==> config.mk <==
export PLATFORM = sky130hd
export DESIGN_NAME = acs_device_flat
export DESIGN_NICKNAME = d
export VERILOG_FILES = /design/src/acs_pkg.sv /design/src/acs_link_if.sv /design/src/acs_device.sv /design/src/acs_timer.sv /design/src/flat_wrapper.sv
export VERILOG_INCLUDE_DIRS = /design/src
export SDC_FILE = /design/constraint.sdc
export NUM_CORES = 1
export LEC_CHECK = 0
export ABC_AREA = 1
export BUFFER_PORTS_ARGS = -buffer_cell sky130_fd_sc_hd__buf_4
export CORE_ASPECT_RATIO = 1.4
export CORE_MARGIN = 2
export CORE_UTILIZATION = 50
export DETAILED_ROUTE_END_ITERATION = 7
export PLACE_DENSITY = 0.65
export SLEW_MARGIN = 15
export SYNTH_ARGS = -nofsm -noshare
export SYNTH_HDL_FRONTEND = slang
export SYNTH_SLANG_ARGS = --single-unit
==> constraint.sdc <==
create_clock -name clk -period 11.7 [get_ports clk]
set_input_delay 2.34 -clock clk [delete_from_list [all_inputs] [get_ports clk]]
set_output_delay 2.34 -clock clk [all_outputs]
set_load 0.01 [all_outputs]
==> src/acs_defines.svh <==
// constants of the amplifier control sequencer: timing, register indices, fields
// assumes the 25 MHz system clock
`ifndef ACS_DEFINES_SVH
`define ACS_DEFINES_SVH

// system clock rate
`define ACS_CLK_MHZ 25
// times in their own units
`define ACS_T_VALID_RST_NS 300
`define ACS_T_VALID_PD_US 725
`define ACS_T_CTL_US 3500
`define ACS_T_RUN_MS 10
`define ACS_T_STARTUP_MS 120
`define ACS_T_PD_MIN_NS 800
`define ACS_T_HEADPHONE_SELECT_NS 350
`define ACS_T_RESET_MS 1
// audio clock generator: clk cycles per half bit clock, bit clocks per frame
`define ACS_BCLK_HALF 4
`define ACS_BCLK_PER_FRAME 64
// ramp step sizes in frame periods
`define ACS_STEP_LOW 5'h04
`define ACS_STEP_MID 5'h08
`define ACS_STEP_HIGH 5'h10
// device control-port register indices
`define ACS_REG_STATE 8'h02
`define ACS_REG_SYS 8'h05
`define ACS_REG_VOL_CFG 8'h0E
`define ACS_REG_RAMP_STEPS 8'h0F
`define ACS_REG_HP_CFG 8'h1B
`define ACS_REG_FAULT_HOLD 8'h1C
// device fields and reset values
`define ACS_SYS_START 0
`define ACS_VOL_RATE_LO 0
`define ACS_HP_LINE_DIS 4
`define ACS_RAMP_STEPS_RST 16'h0400
`define ACS_FAULT_HOLD_RST 16'h0001
// host AHB-Lite register byte offsets
`define ACS_H_CTRL 8'h00
`define ACS_H_STATUS 8'h04
`define ACS_H_MASK 8'h08
`define ACS_H_CMD 8'h0C
`define ACS_H_RDATA 8'h10
// host control bits
`define ACS_CTRL_RESET 0
`define ACS_CTRL_PD 1
`define ACS_CTRL_MUTE 2
`define ACS_CTRL_HP 3
// host command word fields
`define ACS_CMD_GO 31
`define ACS_CMD_WRITE 24
`define ACS_CMD_ADDR_LO 16
// host status event bits
`define ACS_EV_CMD 0
`define ACS_EV_RUN 1
`define ACS_EV_RESET 2
`define ACS_EV_W 3

`endif

==> src/acs_pkg.sv <==
// types shared by both ends of the amplifier control sequencer
// assumes nothing beyond the defines header for its users
package acs_pkg;

	// device sequencer states, one-hot
	typedef enum logic [9:0] {
		ACS_ST_RESET = 10'b00_0000_0001,
		ACS_ST_RSTDLY = 10'b00_0000_0010,
		ACS_ST_CTLWAIT = 10'b00_0000_0100,
		ACS_ST_IDLE = 10'b00_0000_1000,
		ACS_ST_STARTUP = 10'b00_0001_0000,
		ACS_ST_RUN = 10'b00_0010_0000,
		ACS_ST_FAULT = 10'b00_0100_0000,
		ACS_ST_PDDLY = 10'b00_1000_0000,
		ACS_ST_PDOWN = 10'b01_0000_0000,
		ACS_ST_PDSTART = 10'b10_0000_0000
	} acs_dev_state_t;

endpackage

==> src/acs_link_if.sv <==
// pins and control port between the host controller and the amplifier
// assumes both ends share clk
`timescale 1ns/10ps
interface acs_link_if #(
	parameter int AW = 8,
	parameter int DW = 16
) ();
	// control pins, driven by the host
	logic resetPin_n;
	logic power_down_n;
	logic mute;
	logic headphone_select;
	// audio clocks, driven by the host as audio source
	logic bitClk;
	logic frameClk;
	// control port: request held until acknowledge
	logic ctlValid;
	logic ctlWrite;
	logic [AW-1:0] ctlAddr;
	logic [DW-1:0] ctlWdata;
	logic ctlAck;
	logic [DW-1:0] ctlRdata;

	modport device (
		input resetPin_n, power_down_n, mute, headphone_select, bitClk, frameClk,
		input ctlValid, ctlWrite, ctlAddr, ctlWdata,
		output ctlAck, ctlRdata
	);
	modport host (
		output resetPin_n, power_down_n, mute, headphone_select, bitClk, frameClk,
		output ctlValid, ctlWrite, ctlAddr, ctlWdata,
		input ctlAck, ctlRdata
	);
endinterface

==> src/acs_device.sv <==
// amplifier end: reset, power-down, fault recovery, soft-mute ramp, headphone switch
// assumes link pins are synchronous to clk and the host keeps its own timing
//
// Notes on behaviour
// - source gives 32 to 64 bit clocks per frame
// - host holds reset low about 1 ms
// - valid drops 300 ns after reset, 725 us after power-down
// - running 10 ms after start command; host waits
// - reset ignored while powered down
// - power-down ignored while in reset
// - power-down held 800 ns; restart takes 120 ms
// - fault input held low at least 350 ns
// - speakers forced low within 350 ns of fault
// - hold speakers low programmable time, retry if clear
// - ramp time is step count times step size
// - step size 4, 8 or 16 frames by rate
// - host holds headphone select at least 350 ns
// - headphone switch ramps at configured volume rate
// - line-disable bit gates headphone output while hpActive is low
//
// Added by the designer: register access over AHB-Lite and the register offsets.
`timescale 1ns/10ps
`include "acs_defines.svh"
module acs_device import acs_pkg::*; #(
	parameter int DW = 16,
	parameter int CYC_PER_MS = 1000 * `ACS_CLK_MHZ,
	parameter int T_VALID_PD = `ACS_T_VALID_PD_US * `ACS_CLK_MHZ,
	parameter int T_CTL = `ACS_T_CTL_US * `ACS_CLK_MHZ,
	parameter int T_RUN = `ACS_T_RUN_MS * CYC_PER_MS,
	parameter int T_STARTUP = `ACS_T_STARTUP_MS * CYC_PER_MS
) (
	// clock, reset, enable
	input wire logic clk,
	input wire logic rst_n,
	input wire logic ce,
	// link to the host
	acs_link_if.device link,
	// power stage side
	input wire logic backend_fault_n,
	output logic powerStageValid,
	output logic speakerLow,
	// headphone path and volume
	output logic headphone_pwm_out,
	output logic hpActive,
	output logic [DW-1:0] volumeLevel
);
	// valid-drop delay after reset, a least time rounded up
	localparam int T_VALID_RST = (`ACS_T_VALID_RST_NS * `ACS_CLK_MHZ + 999) / 1000;

	acs_dev_state_t state; // sequencer state
	acs_dev_state_t next_state; // sequencer next state
	logic [31:0] tmrLoadVal; // delay for the state being entered
	logic tmrZero; // current delay has run out
	logic [DW-1:0] volCfg; // rate select in the low bits
	logic [DW-1:0] rampSteps; // steps of a full ramp
	logic [DW-1:0] hpCfg; // headphone configuration
	logic [DW-1:0] faultHold; // speaker-low hold time in ms
	logic ctlAck; // one-cycle acknowledge
	logic [DW-1:0] ctlRdata; // read data, held until next read
	logic frameQ; // frame clock one cycle ago
	logic [4:0] frameCnt; // frames within the current step
	logic [DW-1:0] readMux;
	logic [4:0] stepSize;
	logic [DW-1:0] volTarget;

	// state decode
	wire inReset = (state == ACS_ST_RESET) || (state == ACS_ST_RSTDLY);
	wire inPd = (state == ACS_ST_PDDLY) || (state == ACS_ST_PDOWN);
	wire ctlEnabled = !inReset && (state != ACS_ST_CTLWAIT) && (state != ACS_ST_PDOWN);
	wire ctlHit = link.ctlValid && ctlEnabled && !ctlAck;
	wire ctlWr = ctlHit && link.ctlWrite;
	wire startCmd = ctlWr && (link.ctlAddr == `ACS_REG_SYS)
		&& link.ctlWdata[`ACS_SYS_START];
	wire tmrLoad = (next_state != state);
	wire [31:0] faultCycles = 32'(faultHold) * 32'(CYC_PER_MS);

	// one timer serves every sequencer delay, counting on clk only while ce is high
	acs_timer #(.W(32)) seqTimer (
		.clk(clk),
		.rst_n(rst_n),
		.ce(ce),
		.load(tmrLoad),
		.loadVal(tmrLoadVal),
		.zero(tmrZero)
	);

	// sequencer transitions; pins checked last override
	always_comb begin
		next_state = state;
		case (state)
			ACS_ST_RSTDLY: begin
				if (tmrZero) next_state = ACS_ST_RESET;
			end
			ACS_ST_RESET: begin
				if (link.resetPin_n) next_state = ACS_ST_CTLWAIT;
			end
			ACS_ST_CTLWAIT: begin
				if (tmrZero) next_state = ACS_ST_IDLE;
			end
			ACS_ST_IDLE: begin
				if (startCmd) next_state = ACS_ST_STARTUP;
			end
			ACS_ST_STARTUP: begin
				if (tmrZero) next_state = ACS_ST_RUN;
			end
			ACS_ST_RUN: begin
				// one low sample suffices
				if (!backend_fault_n) next_state = ACS_ST_FAULT;
			end
			ACS_ST_FAULT: begin
				if (tmrZero && backend_fault_n) next_state = ACS_ST_RUN;
			end
			ACS_ST_PDDLY: begin
				if (tmrZero) next_state = ACS_ST_PDOWN;
			end
			ACS_ST_PDOWN: begin
				if (link.power_down_n) next_state = ACS_ST_PDSTART;
			end
			ACS_ST_PDSTART: begin
				if (tmrZero) next_state = ACS_ST_RUN;
			end
			default: begin
				next_state = ACS_ST_RESET;
			end
		endcase
		// reset pin is not honoured during power-down
		if (!link.resetPin_n && !inReset && !inPd) begin
			next_state = ACS_ST_RSTDLY;
		// power-down pin is not honoured during reset
		end else if (!link.power_down_n && !inReset && !inPd) begin
			next_state = ACS_ST_PDDLY;
		end
	end

	// delay loaded on entry to each timed state
	always_comb begin
		case (next_state)
			ACS_ST_RSTDLY: tmrLoadVal = 32'(T_VALID_RST);
			ACS_ST_CTLWAIT: tmrLoadVal = 32'(T_CTL);
			ACS_ST_STARTUP: tmrLoadVal = 32'(T_RUN);
			ACS_ST_FAULT: tmrLoadVal = faultCycles;
			ACS_ST_PDDLY: tmrLoadVal = 32'(T_VALID_PD);
			ACS_ST_PDSTART: tmrLoadVal = 32'(T_STARTUP);
			default: tmrLoadVal = 32'h0000_0001;
		endcase
	end

	// state register and power-stage outputs
	always_ff @(posedge clk) begin
		if (!rst_n) begin
			state <= ACS_ST_RESET;
			powerStageValid <= 1'b0;
			speakerLow <= 1'b0;
		end else if (ce) begin
			state <= next_state;
			// valid high through drop delays
			powerStageValid <= (next_state == ACS_ST_RUN) || (next_state == ACS_ST_RSTDLY)
				|| (next_state == ACS_ST_PDDLY);
			// one edge after the fault sample
			speakerLow <= (next_state == ACS_ST_FAULT);
		end
	end

	// control port read selection; unmapped indices read zero
	always_comb begin
		case (link.ctlAddr)
			`ACS_REG_STATE: readMux = DW'(state);
			`ACS_REG_VOL_CFG: readMux = volCfg;
			`ACS_REG_RAMP_STEPS: readMux = rampSteps;
			`ACS_REG_HP_CFG: readMux = hpCfg;
			`ACS_REG_FAULT_HOLD: readMux = faultHold;
			default: readMux = '0;
		endcase
	end

	// control port: acknowledge one edge after a request
	always_ff @(posedge clk) begin
		if (!rst_n) begin
			ctlAck <= 1'b0;
			ctlRdata <= '0;
		end else if (ce) begin
			ctlAck <= ctlHit;
			if (ctlHit && !link.ctlWrite) ctlRdata <= readMux;
		end
	end

	// configuration registers, kept through the reset pin, set to their reset values by rst_n
	always_ff @(posedge clk) begin
		if (!rst_n) begin
			volCfg <= '0;
			rampSteps <= `ACS_RAMP_STEPS_RST;
			hpCfg <= '0;
			faultHold <= `ACS_FAULT_HOLD_RST;
		end else if (ce && ctlWr) begin
			if (link.ctlAddr == `ACS_REG_VOL_CFG) volCfg <= link.ctlWdata;
			if (link.ctlAddr == `ACS_REG_RAMP_STEPS) rampSteps <= link.ctlWdata;
			if (link.ctlAddr == `ACS_REG_HP_CFG) hpCfg <= link.ctlWdata;
			if (link.ctlAddr == `ACS_REG_FAULT_HOLD) faultHold <= link.ctlWdata;
		end
	end

	assign link.ctlAck = ctlAck;
	assign link.ctlRdata = ctlRdata;

	// step size by sample-rate class; rate code 3 is treated as the fastest
	always_comb begin
		case (volCfg[`ACS_VOL_RATE_LO +: 2])
			2'b00: stepSize = `ACS_STEP_LOW;
			2'b01: stepSize = `ACS_STEP_MID;
			default: stepSize = `ACS_STEP_HIGH;
		endcase
	end

	// ramp to silence when muted, stopped or switching
	wire hpSwitch = (link.headphone_select != hpActive);
	wire frameRise = link.frameClk && !frameQ;
	wire stepTick = frameRise && ((frameCnt + 5'h01) >= stepSize);
	always_comb begin
		if (link.mute || hpSwitch || (state != ACS_ST_RUN)) begin
			volTarget = '0;
		end else begin
			volTarget = rampSteps;
		end
	end

	// frame edges pace the ramp; timing stays on clk
	always_ff @(posedge clk) begin
		if (!rst_n) begin
			frameQ <= 1'b0;
			frameCnt <= '0;
		end else if (ce) begin
			frameQ <= link.frameClk;
			if (stepTick) begin
				frameCnt <= '0;
			end else if (frameRise) begin
				frameCnt <= frameCnt + 5'h01;
			end
		end
	end

	// one step per tick toward target
	always_ff @(posedge clk) begin
		if (!rst_n) begin
			volumeLevel <= '0;
			hpActive <= 1'b0;
			headphone_pwm_out <= 1'b1;
		end else if (ce) begin
			if (stepTick && (volumeLevel < volTarget)) begin
				volumeLevel <= volumeLevel + 1'b1;
			end else if (stepTick && (volumeLevel > volTarget)) begin
				volumeLevel <= volumeLevel - 1'b1;
			end
			// path changes only once the ramp has reached silence
			if (hpSwitch && (volumeLevel == '0)) hpActive <= link.headphone_select;
			headphone_pwm_out <= !(hpCfg[`ACS_HP_LINE_DIS] && !hpActive);
		end
	end
endmodule

==> src/acs_timer.sv <==
// reloadable down counter used for every delay of both ends
// load wins over counting; zero holds while empty
`timescale 1ns/10ps
module acs_timer #(
	parameter int W = 32
) (
	// clock and control
	input wire logic clk,
	input wire logic rst_n,
	input wire logic ce,
	// reload and status
	input wire logic load,
	input wire logic [W-1:0] loadVal,
	output logic zero
);
	logic [W-1:0] count; // cycles still to run

	// count down to zero and stop there
	always_ff @(posedge clk) begin
		if (!rst_n) begin
			count <= '0;
		end else if (ce) begin
			if (load) begin
				count <= loadVal;
			end else if (count != '0) begin
				count <= count - 1'b1;
			end
		end
	end

	assign zero = (count == '0);
endmodule

==> src/flat_wrapper.sv <==
// flat-port wrapper written by rule: the top's interface ports become plain ports
module acs_device_flat import acs_pkg::*;
#(
	parameter int DW = 16,
	parameter int CYC_PER_MS = 1000 * `ACS_CLK_MHZ,
	parameter int T_VALID_PD = `ACS_T_VALID_PD_US * `ACS_CLK_MHZ,
	parameter int T_CTL = `ACS_T_CTL_US * `ACS_CLK_MHZ,
	parameter int T_RUN = `ACS_T_RUN_MS * CYC_PER_MS,
	parameter int T_STARTUP = `ACS_T_STARTUP_MS * CYC_PER_MS
)
  (clk, rst_n, ce, backend_fault_n, powerStageValid, speakerLow, headphone_pwm_out, hpActive, volumeLevel, link_resetPin_n, link_power_down_n, link_mute, link_headphone_select, link_bitClk, link_frameClk, link_ctlValid, link_ctlWrite, link_ctlAddr, link_ctlWdata, link_ctlAck, link_ctlRdata);
  acs_link_if #(.DW(DW)) link_i ();
  input wire logic clk;
  input wire logic rst_n;
  input wire logic ce;
  input wire logic backend_fault_n;
  output logic powerStageValid;
  output logic speakerLow;
  output logic headphone_pwm_out;
  output logic hpActive;
  output logic [DW-1:0] volumeLevel;
  input wire logic [$bits(link_i.resetPin_n)-1:0] link_resetPin_n;
  input wire logic [$bits(link_i.power_down_n)-1:0] link_power_down_n;
  input wire logic [$bits(link_i.mute)-1:0] link_mute;
  input wire logic [$bits(link_i.headphone_select)-1:0] link_headphone_select;
  input wire logic [$bits(link_i.bitClk)-1:0] link_bitClk;
  input wire logic [$bits(link_i.frameClk)-1:0] link_frameClk;
  input wire logic [$bits(link_i.ctlValid)-1:0] link_ctlValid;
  input wire logic [$bits(link_i.ctlWrite)-1:0] link_ctlWrite;
  input wire logic [$bits(link_i.ctlAddr)-1:0] link_ctlAddr;
  input wire logic [$bits(link_i.ctlWdata)-1:0] link_ctlWdata;
  output wire logic [$bits(link_i.ctlAck)-1:0] link_ctlAck;
  output wire logic [$bits(link_i.ctlRdata)-1:0] link_ctlRdata;
  assign link_i.resetPin_n = link_resetPin_n;
  assign link_i.power_down_n = link_power_down_n;
  assign link_i.mute = link_mute;
  assign link_i.headphone_select = link_headphone_select;
  assign link_i.bitClk = link_bitClk;
  assign link_i.frameClk = link_frameClk;
  assign link_i.ctlValid = link_ctlValid;
  assign link_i.ctlWrite = link_ctlWrite;
  assign link_i.ctlAddr = link_ctlAddr;
  assign link_i.ctlWdata = link_ctlWdata;
  assign link_ctlAck = link_i.ctlAck;
  assign link_ctlRdata = link_i.ctlRdata;
  acs_device #(.DW(DW), .CYC_PER_MS(CYC_PER_MS), .T_VALID_PD(T_VALID_PD), .T_CTL(T_CTL), .T_RUN(T_RUN), .T_STARTUP(T_STARTUP)) u_core (.clk(clk), .rst_n(rst_n), .ce(ce), .link(link_i), .backend_fault_n(backend_fault_n), .powerStageValid(powerStageValid), .speakerLow(speakerLow), .headphone_pwm_out(headphone_pwm_out), .hpActive(hpActive), .volumeLevel(volumeLevel));
endmodule
# Word level (Yosys, flattened, before mapping)
# Cells that the tools add are included.
[totals]
input_bits = 36
word_cells = 126
output_inout_bits = 37
register_bits = 149
[classes]
add_sub_neg = 4
mux = 22
eq_ne = 29
n_reduce_logical = 52
n_lt_le_gt_ge = 3
n_mul = 1
[ops]
columns = ["cell", "n"]
rows = [
  ["$pmux 31 s6", 1],
  ["$mux 10", 11],
  ["$pmux 10 s9", 1],
  ["$pmux 16 s5", 1],
  ["$mux 32", 2],
  ["$mux 16", 3],
  ["$logic_not 32->1", 1],
  ["$reduce_bool 32->1", 1],
  ["$sub 32x1->32 const B", 1],
  ["$mul 16x12->28 const B", 1],
  ["$eq 10x10->1 const B", 2],
  ["$eq 10x2->1 const B", 2],
  ["$eq 10x3->1 const B", 2],
  ["$eq 10x5->1 const B", 2],
  ["$eq 10x6->1 const B", 2],
  ["$eq 10x7->1 const B", 2],
  ["$eq 10x8->1 const B", 2],
  ["$logic_and 1x1->1", 20],
  ["$reduce_and 2->1", 9],
  ["$add 16x1->16 const B", 1],
  ["$eq 8x4->1 const B", 2],
  ["$eq 8x5->1 const B", 2],
  ["$gt 16x16->1", 1],
  ["$logic_not 16->1", 1],
  ["22 further kinds", 38],
]

# Depth between registers and ports, before layout
[depth]
ltp_word = 17
depth_mapped = 29
depth_no_buf = 28

# Hierarchy
# Synthesis repeated with hierarchy kept, for this count alone.
[hier_totals]
hier_cells = 1874
area_unflattened_um2 = 12804.8
[by_module_without_submodules]
columns = ["module", "instances", "seq_area_each_um2", "cells_per_inst", "area_each_um2"]
rows = [
  ["acs_device", 1, 2342.2, 1414, 10268.6],
  ["acs_timer", 1, 640.6, 460, 2536.2],
]

# Worst setup path before layout
# Ideal clock, no wire load.
[synth_path]
path_kind = "input to register"
startpoint = "input link_headphone_select"
endpoint = "register u_core.volumeLevel[14]"
cell_stages = 23
setup_time_ns = 0.128
required_time_ns = 11.572
n_path_buf = 1
setup_slack_ns = 5.183
arrival_ns = 6.388
path_cell_list = "xor2_1 nor2_1 nand2_1 inv_1 clkbuf_1 nand2_1 ha_1 a21oi_1 nor2_1 a2111oi_0 nand3_1 fa_1 nand3_1 nand2_1 a21oi_1 o21ai_0 a21boi_0 o21ai_0 a21oi_1 nor2_1 nor2_1 xor2_1 a21oi_1"
[synth_via]
elab_chain_cells = 8
word_cells_on_any_way = 11
cone_classes = "order compare (2); eq/ne (1); mux (2); reduce/logical (6)"
[synth_rtl]
columns = ["element", "line_no", "rtl"]
rows = [
  ["start, declared", "flat_wrapper.sv:25", "input wire logic [$bits(link_i.headphone_select)-1:0] link_headphone_select;"],
  ["$ne 1x1->1 (*)", "acs_device.sv:215", "wire hpSwitch = (link.headphone_select != hpActive);"],
  ["$logic_or 1x1->1 (*) (2 in a row)", "acs_device.sv:219", "if (link.mute || hpSwitch || (state != ACS_ST_RUN)) begin"],
  ["$mux 16 (*)", "acs_device.sv:219", ""],
  ["$gt 16x16->1 / $lt 16x16->1 (equally long branches)", "acs_device.sv:250, acs_device.sv:248", ""],
  ["$logic_and 1x1->1 (on tied branches)", "acs_device.sv:250, acs_device.sv:248", ""],
  ["$reduce_bool 2->1 (no source line)", "n/a", ""],
  ["$reduce_and 2->1 (no source line)", "n/a", ""],
  ["end signal, assigned", "acs_device.sv:249", "volumeLevel <= volumeLevel + 1'b1;"],
  ["end signal, assigned", "acs_device.sv:251", "volumeLevel <= volumeLevel - 1'b1;"],
  ["end, declared", "acs_device.sv:45", "output logic [DW-1:0] volumeLevel"],
]
# Mark *: on every way between the ends. The rest lies on a longest branch, timed or not.
# A chain may end at the register's enable or synchronous reset.

# Worst setup path in the final report
# Ends and elaborated chain as after synthesis.

==> impl_metrics.toml <==
[critical_path]
critPathKind = "in2reg"
startpoint = "link_headphone_select"
timing.rr.start = "u_core.state[6]"
arrival_ns = 7.53
start_kind = "primary input"
critical_path.max_fanout = 16
critPathCaptureType = "flip-flop"
worst_ep_required_time_ns = 12.00

[global_route]
gr-usage-all-layers_pct = 29.5
antenna_found_initial = 0
grt_pass1_wl_um = 59100
grt_overflow = 0
grt_start_max_net_pins = 59
grt_pass1_vias = 11400

[sta]
fin_ws_ns = 4.48
fin_skew_ns = 0.0142
tightest_slew_ns = 1.01
rsz0062_at_grt = "no"
final_max_slew_viol_count = 0
finalHoldViolCount = 0
whs_ns = 0.456
period_share_pct = 61.7
setup_tns_ns = 0
relSlewSlack_pct = 32.5
period_needed_ns = 7.22
setup_viol = 0
clock.fmax_mhz = 138

[die]
fp.dieArea_um2 = 26000
die_w_um = 137
std_cell_rows = 68
io_pins = 73
die_h_um = 190
core_area_um2 = 24400
initial_utilization_pct = 50.5

[power_and_ir_drop]
leakage_uw = 0.00666
pwr_density_cell_nw_per_um2 = 94.7
ir_drop_uv = 101

[placement]
pre_cts_slack_ns = 4.12
postPlaceCellArea_um2 = 13100
port_buffers = 71
place_hpwl_um = 29100
gp_congestion = 0.898

[min_path]
hp-class = "reg2reg"
min_from = "u_core.hpCfg[13]"

[detailed_routing]
drc = 0
vias = 11700
dr.pass1.iters = 5
post_drt_via_cell_ratio = 5.55
postRouteAntennaNets = 0
wl_per_cell_um = 17.6
drtIter0Drc = 646
wl_um = 37300

[synthesis]
syn_inst = 1746
synthXorXnorAreaFrac_pct = 3.98
synthSimpleGateAreaFrac_pct = 24.6
ys_seq_elements = 149
synthAdderAreaFrac_pct = 21.3
muxShareOfSynthArea_pct = 0
ys_seq_area_share_pct = 24.2
synth_fp_nets = 1965
synth-main-ff-cell = "dfxtp_1"
synth_top_family_by_area = "simple AND/OR/NAND/NOR gates"
synth_area_um2 = 12300
yosysWarningCount = 0
avgSynthCellArea_um2 = 7.07
synth_edf_count = 0
synthArstFlopShare_pct = 0
synth-compound-area-share_pct = 16.6
yosysUniqueCellTypes = 55

[cts]
cts.sinks = 149
hold_buffers = 0
clk_pin_slew_ns = 0.07
cts_resized = 0
cts-buffers-inserted = 17
post-cts-setup-buffers = 0
clk_path_buf_depth = 2
clock_latency_ns = 0.44
cts_tree = "built"
cts_max_level = 4
cts-root-buf = "clkbuf_16"

[layout]
antennaDiodeCount = 0
design_area_um2 = 13600
layout_common_cells = "nand2_1 (281), inv_1 (232), nor2_1 (207)"
layout_commonest_cell = "nand2_1"
area_growth_pct = 10.6
nNetsFinal = 2008
drive_gt1_share_pct = 8.22
final_core_util_pct = 55.9

[job]
drv_cap = 0

[outcome]
status = "complete, no violations"
-- synthesized netlist by cell type, types with 10 or more instances --
| cell type | number | area share [%] |
|---|---|---|
| xnor2_1 | 21 | 1.5 |
| nor2_1 | 207 | 6.3 |
| ha_1 | 138 | 14 |
| clkbuf_1 | 39 | 1.2 |
| nand4_1 | 33 | 1.7 |
| nand3_1 | 104 | 4.2 |
| o21ai_0 | 142 | 5.8 |
| inv_1 | 232 | 7.1 |
| fa_1 | 45 | 7.3 |
| xor2_1 | 35 | 2.5 |
| dfxtp_1 | 149 | 24 |
| a21oi_1 | 164 | 6.7 |
| o22ai_1 | 17 | 0.86 |
| nor3_1 | 13 | 0.53 |
| o221ai_1 | 10 | 0.71 |
| nand2_1 | 281 | 8.6 |
-- worst paths after layout --
path	cells after the start	to	slack (ns)
min reg2reg	2	u_core.hpCfg[13]	0.46
max reg2reg	25	u_core.volumeLevel[14]	5.50
min	2	u_core.hpCfg[13]	0.46
max	25	u_core.volumeLevel[14]	4.48
-- cells by family (layout without fill, tap and decap cells) --
family | after synthesis | in the layout
buf+inv | 297 | 352
flops | 149 | 149
simple gates | 687 | 687
xor+xnor | 56 | 56
fa+ha+maj | 183 | 183
compound gates | 374 | 374
-- through the flow --
stage,instances,power [uW]
after floorplan,1746,691
after global placement,2085,749
after detailed placement,2085,751
after CTS,2116,1300
after global routing,2116,1350
final,2116,1290
-- power breakdown --
| group | internal, uW | switching (uW) | total (uW) |
|---|---|---|---|
| clock | 298 | 252 | 550 |
| combinational | 66.7 | 140 | 207 |
| sequential | 521 | 14.6 | 535 |
-- registers in the layout, summed over array words and instances, names as in the netlist --
register and cells:
u_core.frameQ 1, u_core.speakerLow 1, u_core.state 10, u_core.link.ctlAck 1, u_core.headphone_pwm_out 1, u_core.seqTimer.count 32, u_core.link.ctlRdata 16, u_core.hpCfg 16
u_core.rampSteps 16, u_core.volCfg 16, u_core.powerStageValid 1, u_core.hpActive 1, u_core.frameCnt 5, u_core.faultHold 16, u_core.volumeLevel 16
-- metal layers --
metal | GRT usage, % | vias up | part of all wire [%]
met4 | 14.7 | 0 | 4.9
met2 | 53.9 | 323 | 52
met5 | 0 | - | 0
li1 | - | 5873 | -
met3 | 3.57 | 99 | 4.2
met1 | 33.2 | 5454 | 39
-- cell type report --
cell class	instances	area (um2)
fill	2416	10800
multi-input combinational	1300	8200
sequential	149	2980
inverter	243	915
timing repair buffer	78	586
clock buffer	17	425
tap	315	394
clock inverter	14	140
-- critical path, cell delays in order --
cell and delay (ns):
buf_4 0.11, xor2_1 0.13, nor2_1 0.14, nand2_1 0.12, inv_1 0.37, nand2_1 0.11, ha_1 0.31, nand2_1 0.06
inv_1 0.06, nand3_1 0.06, a31oi_1 0.07, a2111oi_0 0.51, nand3_1 0.70, ha_1 0.59, a21oi_1 0.16, nand2_1 0.10
a21oi_1 0.23, o21ai_0 0.16, a21boi_0 0.36, o21ai_0 0.21, a21oi_1 0.17, nor2_1 0.05, nor2_1 0.12, xor2_1 0.16
a21oi_1 0.08
(Power assumes the default switching activity.)
